$ cat src/rtl/asym_params.svh
// Summary of operation
// - A detected stop indication starts constant-distance braking when it is enabled.
// - Without constant-distance braking, stop uses normal deceleration, reverse value when reversing.
// - Slow-approach indication caps speed at approach speed, separate value for reverse.
// - Enable bit 0 allows detection when the right rail is more positive.
// - Enable bit 1 allows detection when the left rail is more positive.
// - Both polarities may be enabled in normal operation; shuttle wants only one.
// - The sensitivity value sets the voltage-difference detection threshold; 8 to 16 advised.
// - Plain shuttle: terminal stop halts, reverses direction and lights, waits, departs.
// - Shuttle without intermediate stops is enabled by shuttle config bit 4.
// - Terminal dwell time is counted in whole seconds from its config value.
// - Slow-approach sections in plain shuttle reduce speed without changing the sequence.
// - Intermediate shuttle: terminals signal slow approach, stop indications halt at intermediates.
// - An intermediate stop lasts while the stop indication stays present.
// - Shuttle with intermediate stops is enabled by shuttle config bit 5.
// - While shuttling, commands set speed only; stops and reversals come from the track.
// - Constant-distance braking is off when both stop-distance and fixed-decel values are zero.
// - Constant-distance braking is suppressed by the shunting or brake-off functions.
`ifndef ASYM_PARAMS_SVH
`define ASYM_PARAMS_SVH

`define CLK_PERIOD_NS 10
`define DWELL_UNIT_NS 1000000000
`define ASYM_FILTER_CYCLES 16

`define REG_ASYM_EN 4'h0
`define REG_DECEL_FWD 4'h1
`define REG_DECEL_REV 4'h2
`define REG_APPR_FWD 4'h3
`define REG_APPR_REV 4'h4
`define REG_THRESH 4'h5
`define REG_SHUTTLE 4'h6
`define REG_DWELL 4'h7
`define REG_FIXED_DECEL 4'h8
`define REG_VAR_DIST 4'h9
`define REG_STATUS 4'ha

`define BIT_EN_RIGHT 0
`define BIT_EN_LEFT 1
`define BIT_SHUTTLE_PLAIN 4
`define BIT_SHUTTLE_INTER 5

`define RST_ASYM_EN 8'h00
`define RST_DECEL 8'h05
`define RST_APPR 8'h20
`define RST_THRESH 8'h0c
`define RST_SHUTTLE 8'h00
`define RST_DWELL 8'h05
`define RST_STOP_PARAM 8'h00

`endif

$ cat src/rtl/asym_pkg.sv
package asym_pkg;

  typedef enum logic [1:0] {
    ST_RUN = 2'b00,
    ST_STOP = 2'b01,
    ST_TERM_BRAKE = 2'b10,
    ST_DWELL = 2'b11
  } ctrl_state_t;

  typedef enum logic [1:0] {
    BRK_NORMAL = 2'b00,
    BRK_FIXED = 2'b01,
    BRK_VARIABLE = 2'b10
  } brake_mode_t;

  // Reverse value when reversing, or forward value when going forward or when the reverse one is left at zero
  function automatic logic [7:0] pick_dir(input logic [7:0] fwd, input logic [7:0] rev,
                                          input logic fwd_dir);
    pick_dir = (fwd_dir || rev == 8'h00) ? fwd : rev;
  endfunction

endpackage

$ cat src/rtl/asym_detector.sv
`timescale 1ns/1ns
`include "asym_params.svh"
module asym_detector import asym_pkg::*; #(
  parameter int FILTER_CYCLES = `ASYM_FILTER_CYCLES
) (
  // Clock and reset
  input wire logic ref_clk,
  input wire logic rst_n,
  // Track measurement from the rail front end
  input wire logic [7:0] rail_diff_mag,
  input wire logic right_more_pos,
  input wire logic slow_coded,
  // Configuration
  input wire logic [1:0] polarity_en,
  input wire logic [7:0] threshold,
  // Filtered indications
  output logic stop_ind,
  output logic slow_ind
);
  localparam int CW = $clog2(FILTER_CYCLES + 1);

  typedef struct packed {
    logic present;
    logic kind_slow;
    logic [CW-1:0] cnt;
  } det_state_t;

  det_state_t s_r, s_nxt;
  logic raw;

  always_comb begin
    raw = (rail_diff_mag >= threshold) &&
          ((right_more_pos && polarity_en[`BIT_EN_RIGHT]) ||
           (!right_more_pos && polarity_en[`BIT_EN_LEFT]));
    s_nxt = s_r;
    // A change must persist for the filter length before it is believed
    if (raw != s_r.present || (raw && slow_coded != s_r.kind_slow)) begin
      if (s_r.cnt == CW'(FILTER_CYCLES - 1)) begin
        s_nxt.present = raw;
        s_nxt.kind_slow = slow_coded;
        s_nxt.cnt = '0;
      end else begin
        s_nxt.cnt = s_r.cnt + CW'(1);
      end
    end else begin
      s_nxt.cnt = '0;
    end
  end

  always_ff @(posedge ref_clk or negedge rst_n) begin
    if (!rst_n) begin
      s_r <= '0;
    end else begin
      s_r <= s_nxt;
    end
  end

  assign stop_ind = s_r.present && !s_r.kind_slow;
  assign slow_ind = s_r.present && s_r.kind_slow;
endmodule

$ cat src/rtl/asym_track_stop_shuttle_ctrl.sv
// Decided for this implementation: strobed register access and the address map.
`timescale 1ns/1ns
`include "asym_params.svh"
module asym_track_stop_shuttle_ctrl import asym_pkg::*; #(
  parameter int ONE_SEC_CYCLES = `DWELL_UNIT_NS / `CLK_PERIOD_NS,
  parameter int FILTER_CYCLES = `ASYM_FILTER_CYCLES
) (
  // Clock and reset
  input wire logic ref_clk,
  input wire logic rst_n,
  // Register port
  input wire logic [3:0] reg_addr,
  input wire logic [7:0] reg_wdata,
  input wire logic reg_wr,
  input wire logic reg_rd,
  output logic [7:0] reg_rdata,
  // Track measurement
  input wire logic [7:0] rail_diff_mag,
  input wire logic right_more_pos,
  input wire logic slow_coded,
  // Commands from the command station
  input wire logic [7:0] cmd_speed,
  input wire logic cmd_dir,
  input wire logic shunting_function,
  input wire logic brake_distance_off_function,
  // Motor feedback
  input wire logic loco_at_rest,
  // Motion control
  output logic [7:0] target_speed,
  output logic [7:0] decel_rate,
  output logic [1:0] brake_mode,
  output logic cbd_stop_req,
  output logic drive_dir,
  output logic lights_fwd,
  output logic lights_rev
);
  localparam int PW = $clog2(ONE_SEC_CYCLES + 1);

  typedef struct packed {
    logic [7:0] asym_detect_enable_cfg;
    logic [7:0] normal_decel_fwd;
    logic [7:0] normal_decel_rev;
    logic [7:0] approach_speed_fwd;
    logic [7:0] approach_speed_rev;
    logic [7:0] asym_threshold_sensitivity;
    logic [7:0] shuttle_and_aux_cfg;
    logic [7:0] terminal_dwell_seconds;
    logic [7:0] fixed_stop_decel;
    logic [7:0] variable_stop_distance;
    logic [7:0] rdata;
    ctrl_state_t state;
    logic dir;
    logic armed;
    logic [7:0] sec_left;
    logic [PW-1:0] pre;
    logic [7:0] speed;
    logic [7:0] decel;
    brake_mode_t mode;
    logic cbd_req;
    logic dir_out;
  } ctrl_reg_t;

  ctrl_reg_t s_r, s_nxt;
  logic stop_ind, slow_ind;
  logic shuttle_plain, shuttle_inter, shuttle;
  logic cbd_on, cur_dir, terminal_hit, braking;
  logic [7:0] approach;
  brake_mode_t cbd_mode;

  asym_detector #(
    .FILTER_CYCLES(FILTER_CYCLES)
  ) u_det (
    .ref_clk(ref_clk),
    .rst_n(rst_n),
    .rail_diff_mag(rail_diff_mag),
    .right_more_pos(right_more_pos),
    .slow_coded(slow_coded),
    .polarity_en(s_r.asym_detect_enable_cfg[1:0]),
    .threshold(s_r.asym_threshold_sensitivity),
    .stop_ind(stop_ind),
    .slow_ind(slow_ind)
  );

  always_comb begin
    // Plain shuttle takes precedence if both enables are set
    shuttle_plain = s_r.shuttle_and_aux_cfg[`BIT_SHUTTLE_PLAIN];
    shuttle_inter = s_r.shuttle_and_aux_cfg[`BIT_SHUTTLE_INTER] && !shuttle_plain;
    shuttle = shuttle_plain || shuttle_inter;
    cbd_on = (s_r.variable_stop_distance != 8'h00 || s_r.fixed_stop_decel != 8'h00) &&
             !shunting_function && !brake_distance_off_function;
    cbd_mode = (s_r.variable_stop_distance != 8'h00) ? BRK_VARIABLE : BRK_FIXED;
    cur_dir = shuttle ? s_r.dir : cmd_dir;
    approach = pick_dir(s_r.approach_speed_fwd, s_r.approach_speed_rev, cur_dir);
    // Terminal marker: stop in plain shuttle, slow approach with intermediate stops
    terminal_hit = s_r.armed && ((shuttle_plain && stop_ind) ||
                                 (shuttle_inter && slow_ind));
    braking = s_r.state != ST_RUN;

    s_nxt = s_r;
    s_nxt.rdata = 8'h00;

    if (reg_wr) begin
      case (reg_addr)
        `REG_ASYM_EN: s_nxt.asym_detect_enable_cfg = reg_wdata;
        `REG_DECEL_FWD: s_nxt.normal_decel_fwd = reg_wdata;
        `REG_DECEL_REV: s_nxt.normal_decel_rev = reg_wdata;
        `REG_APPR_FWD: s_nxt.approach_speed_fwd = reg_wdata;
        `REG_APPR_REV: s_nxt.approach_speed_rev = reg_wdata;
        `REG_THRESH: s_nxt.asym_threshold_sensitivity = reg_wdata;
        `REG_SHUTTLE: s_nxt.shuttle_and_aux_cfg = reg_wdata;
        `REG_DWELL: s_nxt.terminal_dwell_seconds = reg_wdata;
        `REG_FIXED_DECEL: s_nxt.fixed_stop_decel = reg_wdata;
        `REG_VAR_DIST: s_nxt.variable_stop_distance = reg_wdata;
        default: ;
      endcase
    end
    if (reg_rd) begin
      case (reg_addr)
        `REG_ASYM_EN: s_nxt.rdata = s_r.asym_detect_enable_cfg;
        `REG_DECEL_FWD: s_nxt.rdata = s_r.normal_decel_fwd;
        `REG_DECEL_REV: s_nxt.rdata = s_r.normal_decel_rev;
        `REG_APPR_FWD: s_nxt.rdata = s_r.approach_speed_fwd;
        `REG_APPR_REV: s_nxt.rdata = s_r.approach_speed_rev;
        `REG_THRESH: s_nxt.rdata = s_r.asym_threshold_sensitivity;
        `REG_SHUTTLE: s_nxt.rdata = s_r.shuttle_and_aux_cfg;
        `REG_DWELL: s_nxt.rdata = s_r.terminal_dwell_seconds;
        `REG_FIXED_DECEL: s_nxt.rdata = s_r.fixed_stop_decel;
        `REG_VAR_DIST: s_nxt.rdata = s_r.variable_stop_distance;
        `REG_STATUS: s_nxt.rdata = {1'b0, s_r.armed, s_r.state, s_r.dir_out, braking,
                                    slow_ind, stop_ind};
        default: s_nxt.rdata = 8'h00;
      endcase
    end

    // Outside shuttle the direction follows the command, so a later switch
    // into shuttle starts in the direction currently driven
    if (!shuttle) begin
      s_nxt.dir = cmd_dir;
    end

    case (s_r.state)
      ST_RUN: begin
        if (!stop_ind && !slow_ind) begin
          s_nxt.armed = 1'b1;
        end
        if (shuttle && terminal_hit) begin
          s_nxt.state = ST_TERM_BRAKE;
          s_nxt.armed = 1'b0;
        end else if (stop_ind && !shuttle_plain) begin
          s_nxt.state = ST_STOP;
        end
      end
      ST_STOP: begin
        if (!stop_ind) begin
          s_nxt.state = ST_RUN;
        end
      end
      ST_TERM_BRAKE: begin
        if (loco_at_rest) begin
          s_nxt.state = ST_DWELL;
          s_nxt.dir = !s_r.dir;
          s_nxt.sec_left = s_r.terminal_dwell_seconds;
          s_nxt.pre = '0;
        end
      end
      ST_DWELL: begin
        if (s_r.sec_left == 8'h00) begin
          s_nxt.state = ST_RUN;
        end else if (s_r.pre == PW'(ONE_SEC_CYCLES - 1)) begin
          s_nxt.pre = '0;
          s_nxt.sec_left = s_r.sec_left - 8'h01;
        end else begin
          s_nxt.pre = s_r.pre + PW'(1);
        end
      end
      default: s_nxt.state = ST_RUN;
    endcase

    // Motion outputs, registered
    if (braking) begin
      s_nxt.speed = 8'h00;
    end else if (slow_ind && cmd_speed > approach) begin
      s_nxt.speed = approach;
    end else begin
      s_nxt.speed = cmd_speed;
    end
    if (cbd_on) begin
      s_nxt.mode = cbd_mode;
      s_nxt.decel = (cbd_mode == BRK_VARIABLE) ? s_r.variable_stop_distance
                                                : s_r.fixed_stop_decel;
    end else begin
      s_nxt.mode = BRK_NORMAL;
      s_nxt.decel = pick_dir(s_r.normal_decel_fwd, s_r.normal_decel_rev, cur_dir);
    end
    s_nxt.cbd_req = braking && s_r.state != ST_DWELL && cbd_on;
    s_nxt.dir_out = (s_r.state == ST_DWELL) ? s_r.dir : cur_dir;
  end

  always_ff @(posedge ref_clk or negedge rst_n) begin
    if (!rst_n) begin
      s_r <= '0;
      s_r.asym_detect_enable_cfg <= `RST_ASYM_EN;
      s_r.normal_decel_fwd <= `RST_DECEL;
      s_r.normal_decel_rev <= `RST_STOP_PARAM;
      s_r.approach_speed_fwd <= `RST_APPR;
      s_r.approach_speed_rev <= `RST_STOP_PARAM;
      s_r.asym_threshold_sensitivity <= `RST_THRESH;
      s_r.shuttle_and_aux_cfg <= `RST_SHUTTLE;
      s_r.terminal_dwell_seconds <= `RST_DWELL;
      s_r.fixed_stop_decel <= `RST_STOP_PARAM;
      s_r.variable_stop_distance <= `RST_STOP_PARAM;
      s_r.state <= ST_RUN;
      s_r.mode <= BRK_NORMAL;
      s_r.dir <= 1'b1;
      s_r.dir_out <= 1'b1;
    end else begin
      s_r <= s_nxt;
    end
  end

  assign reg_rdata = s_r.rdata;
  assign target_speed = s_r.speed;
  assign decel_rate = s_r.decel;
  assign brake_mode = s_r.mode;
  assign cbd_stop_req = s_r.cbd_req;
  assign drive_dir = s_r.dir_out;
  assign lights_fwd = s_r.dir_out;
  assign lights_rev = !s_r.dir_out;
endmodule

$ cat config.mk
export PLATFORM = sky130hd
export DESIGN_NAME = asym_track_stop_shuttle_ctrl
export DESIGN_NICKNAME = d
export VERILOG_FILES = /design/src/rtl/asym_pkg.sv /design/src/rtl/asym_detector.sv /design/src/rtl/asym_track_stop_shuttle_ctrl.sv
export VERILOG_INCLUDE_DIRS = /design/src /design/src/rtl
export SDC_FILE = /design/constraint.sdc
export NUM_CORES = 1
export LEC_CHECK = 0
export ABC_AREA = 1
export CAP_MARGIN = 20
export CELL_PAD_IN_SITES_DETAIL_PLACEMENT = 0
export CELL_PAD_IN_SITES_GLOBAL_PLACEMENT = 1
export CORE_AREA = 2 2 133 135
export CTS_CLUSTER_DIAMETER = 30
export DETAILED_ROUTE_END_ITERATION = 10
export DIE_AREA = 0 0 135 137
export DONT_BUFFER_PORTS = 1
export GPL_ROUTABILITY_DRIVEN = 0
export GPL_TIMING_DRIVEN = 0
export PLACE_DENSITY = 0.94
export SYNTH_ARGS = -nofsm -noshare
export SYNTH_HDL_FRONTEND = slang
export SYNTH_SLANG_ARGS = --single-unit
$ cat constraint.sdc
create_clock -name ref_clk -period 6.4 [get_ports ref_clk]
set_input_delay 1.6 -clock ref_clk [delete_from_list [all_inputs] [get_ports ref_clk]]
set_output_delay 1.6 -clock ref_clk [all_outputs]
set_load 0.02 [all_outputs]
==> impl_metrics.env <==
export IMPL_outcome="completed"
export IMPL_holdCritPathClass="flop to flop"
export IMPL_endpoint_kind="flop"
export IMPL_die_w_um=135
export IMPL_crit_path_frequent_cell="nand2_1"
export IMPL_vias_per_cell=5.41
export IMPL_required_ps=6740
export IMPL_synthesis_area_um2=8550
export IMPL_maxCapViolations=0
export IMPL_clockRootBuffer="clkbuf_16"
export IMPL_drt_iter0_drc=611
export IMPL_cts_repair_resized=0
export IMPL_worst_slew_pin_slew_ps=724
export IMPL_wl_met1_mm=10.2
export IMPL_dr_wl_met2_mm=11.4
export IMPL_core_um2=17100
export IMPL_drive_gt1_frac=0.0704
export IMPL_clkLatencyLatePin_ps=430
export IMPL_switching_share=0.361
export IMPL_portBuffers=0
export IMPL_post_place_ws_ps=2190
export IMPL_finalSetupViolCount=0
export IMPL_hold_viol_final=0
export IMPL_grt_pass1_vias=7365
export IMPL_layout_worst_path_cycle_share=0.592
export IMPL_gr_total_overflow=0
export IMPL_die_area_um2=18500
export IMPL_syn_inst=1161
export IMPL_insertedDiodeCount=0
export IMPL_antenna_left=0
export IMPL_async_flop_share=1.00
export IMPL_path_buf_inv=3
export IMPL_yosysWarnings=0
export IMPL_path_max_fanout=10
export IMPL_first_pass_iters=5
export IMPL_finalClockSkew_ps=14.2
export IMPL_peakVddDrop_mv=0.203
export IMPL_ios=68
export IMPL_path_delay_family="buffers and inverters"
export IMPL_synth_seq_cells=154
export IMPL_crit_chain="o21ai_1 -> buf_2 -> nand3_1 -> nand2_1 -> inv_1 -> ha_1 -> a21oi_1 -> o21ai_0 -> nand2_1 -> o211ai_1 -> nand2_1 -> clkbuf_1 -> nor2_1 -> nor2_1"
export IMPL_dr_wl_met3_mm=1.42
export IMPL_ys_seq_area_frac=0.452
export IMPL_tns_ps=0
export IMPL_grt_pass1_wl_mm=37.9
export IMPL_routed_wl_mm=23.6
export IMPL_grt_setup_unrepaired="false"
export IMPL_cts_tree="built"
export IMPL_cts_setup_buffers=0
export IMPL_start_kind="input pin"
export IMPL_clkTransAtPathRegs_ps=60
export IMPL_cpPeakStageDelay_ps=450
export IMPL_power_frac_comb=0.262
export IMPL_report_final_slew_viol_count=0
export IMPL_powerDensity_nw_per_um2=345
export IMPL_synth_edff_count=0
export IMPL_cts_buffer_depth=2
export IMPL_top_layer="met4"
export IMPL_fin_nets=1242
export IMPL_grt_max_degree=155
export IMPL_leakagePower_nw=4.66
export IMPL_synth_ff_type="dfrtp_1"
export IMPL_synth_area_per_cell_um2=7.36
export IMPL_wire_per_inst_um=16.6
export IMPL_slew_headroom=0.517
export IMPL_rows=48
export IMPL_die_y_um=137
export IMPL_vias=7677
export IMPL_p_sw_w=0.00117
export IMPL_worst_slack_ps=2610
export IMPL_p_clk_frac=0.315
export IMPL_hold_buffers=0
export IMPL_cts_inserted_buffers=17
export IMPL_finalCriticalPeriod_ps=3790
export IMPL_final_util=0.552
export IMPL_drc=0
export IMPL_fill_cells=1677
export IMPL_antenna_found_initial=0
export IMPL_internal_power_w=0.00208
export IMPL_area_growth_pct=10.1
export IMPL_synth_nets=1223
export IMPL_path_class="input pin to flop"
export IMPL_cp_slowest_cell="o21ai_1"
export IMPL_hpwl_mm=17.1
export IMPL_htreeDepth=4
export IMPL_power_frac_seq=0.423
export IMPL_cp_data_arrival_time_ps=4130
export IMPL_start_util=0.501
export IMPL_fmax_mhz=264
export IMPL_grt_usage=0.266
export IMPL_yosysUniqueCellTypes=41
export IMPL_numClockSinks=154
[layout by cell type, fill, tap and decap left out, drive strengths merged, types with 3 or more instances in the layout]
| cell | Yosys | layout |
|---|---|---|
| nand2 | 362 | 362 |
| dfrtp | 145 | 145 |
| o21ai | 142 | 142 |
| inv | 137 | 141 |
| nor2 | 106 | 106 |
| nand3 | 61 | 61 |
| clkbuf | 20 | 40 |
| a21oi | 34 | 34 |
| buf | 34 | 34 |
| nand4 | 26 | 26 |
| ha | 24 | 24 |
| nor3 | 16 | 16 |
| nor4 | 9 | 9 |
| o22ai | 9 | 9 |
| dfstp | 9 | 9 |
| clkinv | 2 | 7 |
| xor2 | 5 | 5 |
| a22o | 3 | 3 |
[power by group through the flow]
stage | logic [W] | registers (W) | clock network (W)
floorplan | 0.000667 | 0.00133 | 0
global placement | 0.000834 | 0.00138 | 0
detailed placement | 0.000851 | 0.00138 | 0
CTS | 0.000856 | 0.00137 | 0.00103
global route | 0.000973 | 0.00140 | 0.00107
finish | 0.000853 | 0.00137 | 0.00102
[cell type report]
class / instances / area (um2) / share of cell area
Sequential cell: 154 / 3860 / 0.410
Multi-Input combinational cell: 814 / 3850 / 0.409
Inverter: 139 / 522 / 0.0554
Clock buffer: 20 / 447 / 0.0474
Buffer: 54 / 315 / 0.0335
Tap cell: 225 / 282 / 0.0299
Clock inverter: 12 / 138 / 0.0146
[Yosys cell counts (15+ instances only)]
master | count | area [um2]
dfrtp_1 | 145 | 3630
nand3_1 | 59 | 295
clkbuf_1 | 20 | 75.1
a21oi_1 | 34 | 170
nor2_1 | 105 | 394
nand4_1 | 25 | 156
nand2_1 | 359 | 1350
nor3_1 | 15 | 75.1
buf_4 | 27 | 203
ha_1 | 24 | 300
inv_1 | 133 | 499
o21ai_0 | 140 | 701
[per-stage QoR]
| step | hold WS, ps | power [W] | instance area, um2 | std cells |
|---|---|---|---|---|
| 6_report | 487 | 0.00325 | 9420 | 1418 |
| 5_1_grt | 506 | 0.00345 | 9420 | 1418 |
| 4_1_cts | 489 | 0.00326 | 9420 | 1418 |
| 3_5_place_dp | 473 | 0.00224 | 8830 | 1386 |
| 3_3_place_gp | 465 | 0.00222 | 8830 | 1386 |
| 2_1_floorplan | 453 | 0.00200 | 8550 | 1161 |
[routing by layer]
layer / up-vias / global-route usage
met1: 3606 / 0.341
met5: - / 0
li1: 3767 / -
met2: 262 / 0.440
met4: 0 / 0.0972
met3: 42 / 0.0641
[flip-flops by register name, summed over array words and instances (netlist names)]
signal and flops:
u_det.s_r 7, drive_dir 1, reg_rdata 8, s_r 119, cbd_stop_req 1, decel_rate 8, target_speed 8, brake_mode 2
[cells by family (layout without fill, tap and decap cells)]
| kind of cell | Yosys count | in the layout | synth area share |
|---|---|---|---|
| AOI/OAI and AO/OA | 202 | 202 | 0.126 |
| xor gates and xnor gates | 6 | 6 | 0.00615 |
| adders and majority gates | 24 | 24 | 0.0351 |
| buffers and inverters | 193 | 225 | 0.0979 |
| DFF | 154 | 154 | 0.452 |
| and+or+nand+nor | 582 | 582 | 0.283 |
[worst register-to-register path, cell delays in order, from the launching register on]
cell and delay (ps):
dfrtp_1 410, inv_1 130, nand2_1 110, o21ai_1 470
buf_2 360, nand3_1 110, nand2_1 100, inv_1 50
ha_1 280, a21oi_1 140, o21ai_0 90, nand2_1 80
o211ai_1 80, nand2_1 190, clkbuf_1 370, nor2_1 80
nor2_1 160
[final timing paths]
kind | from | endpoint | slack, ps | depth (start not counted)
worst max-delay path | cmd_dir | target_speed[3] | 2610 | 14
worst min-delay path | s_r[106] | s_r[106] | 490 | 2
worst max register to register | s_r[95] | target_speed[3] | 3110 | 16
worst min register to register | s_r[106] | s_r[106] | 490 | 2
max in group asynchronous | rst_n | s_r[56] | 5180 | 0
min in group asynchronous | rst_n | s_r[42] | 870 | 0
No activity file was read; power rests on OpenSTA's default activity.
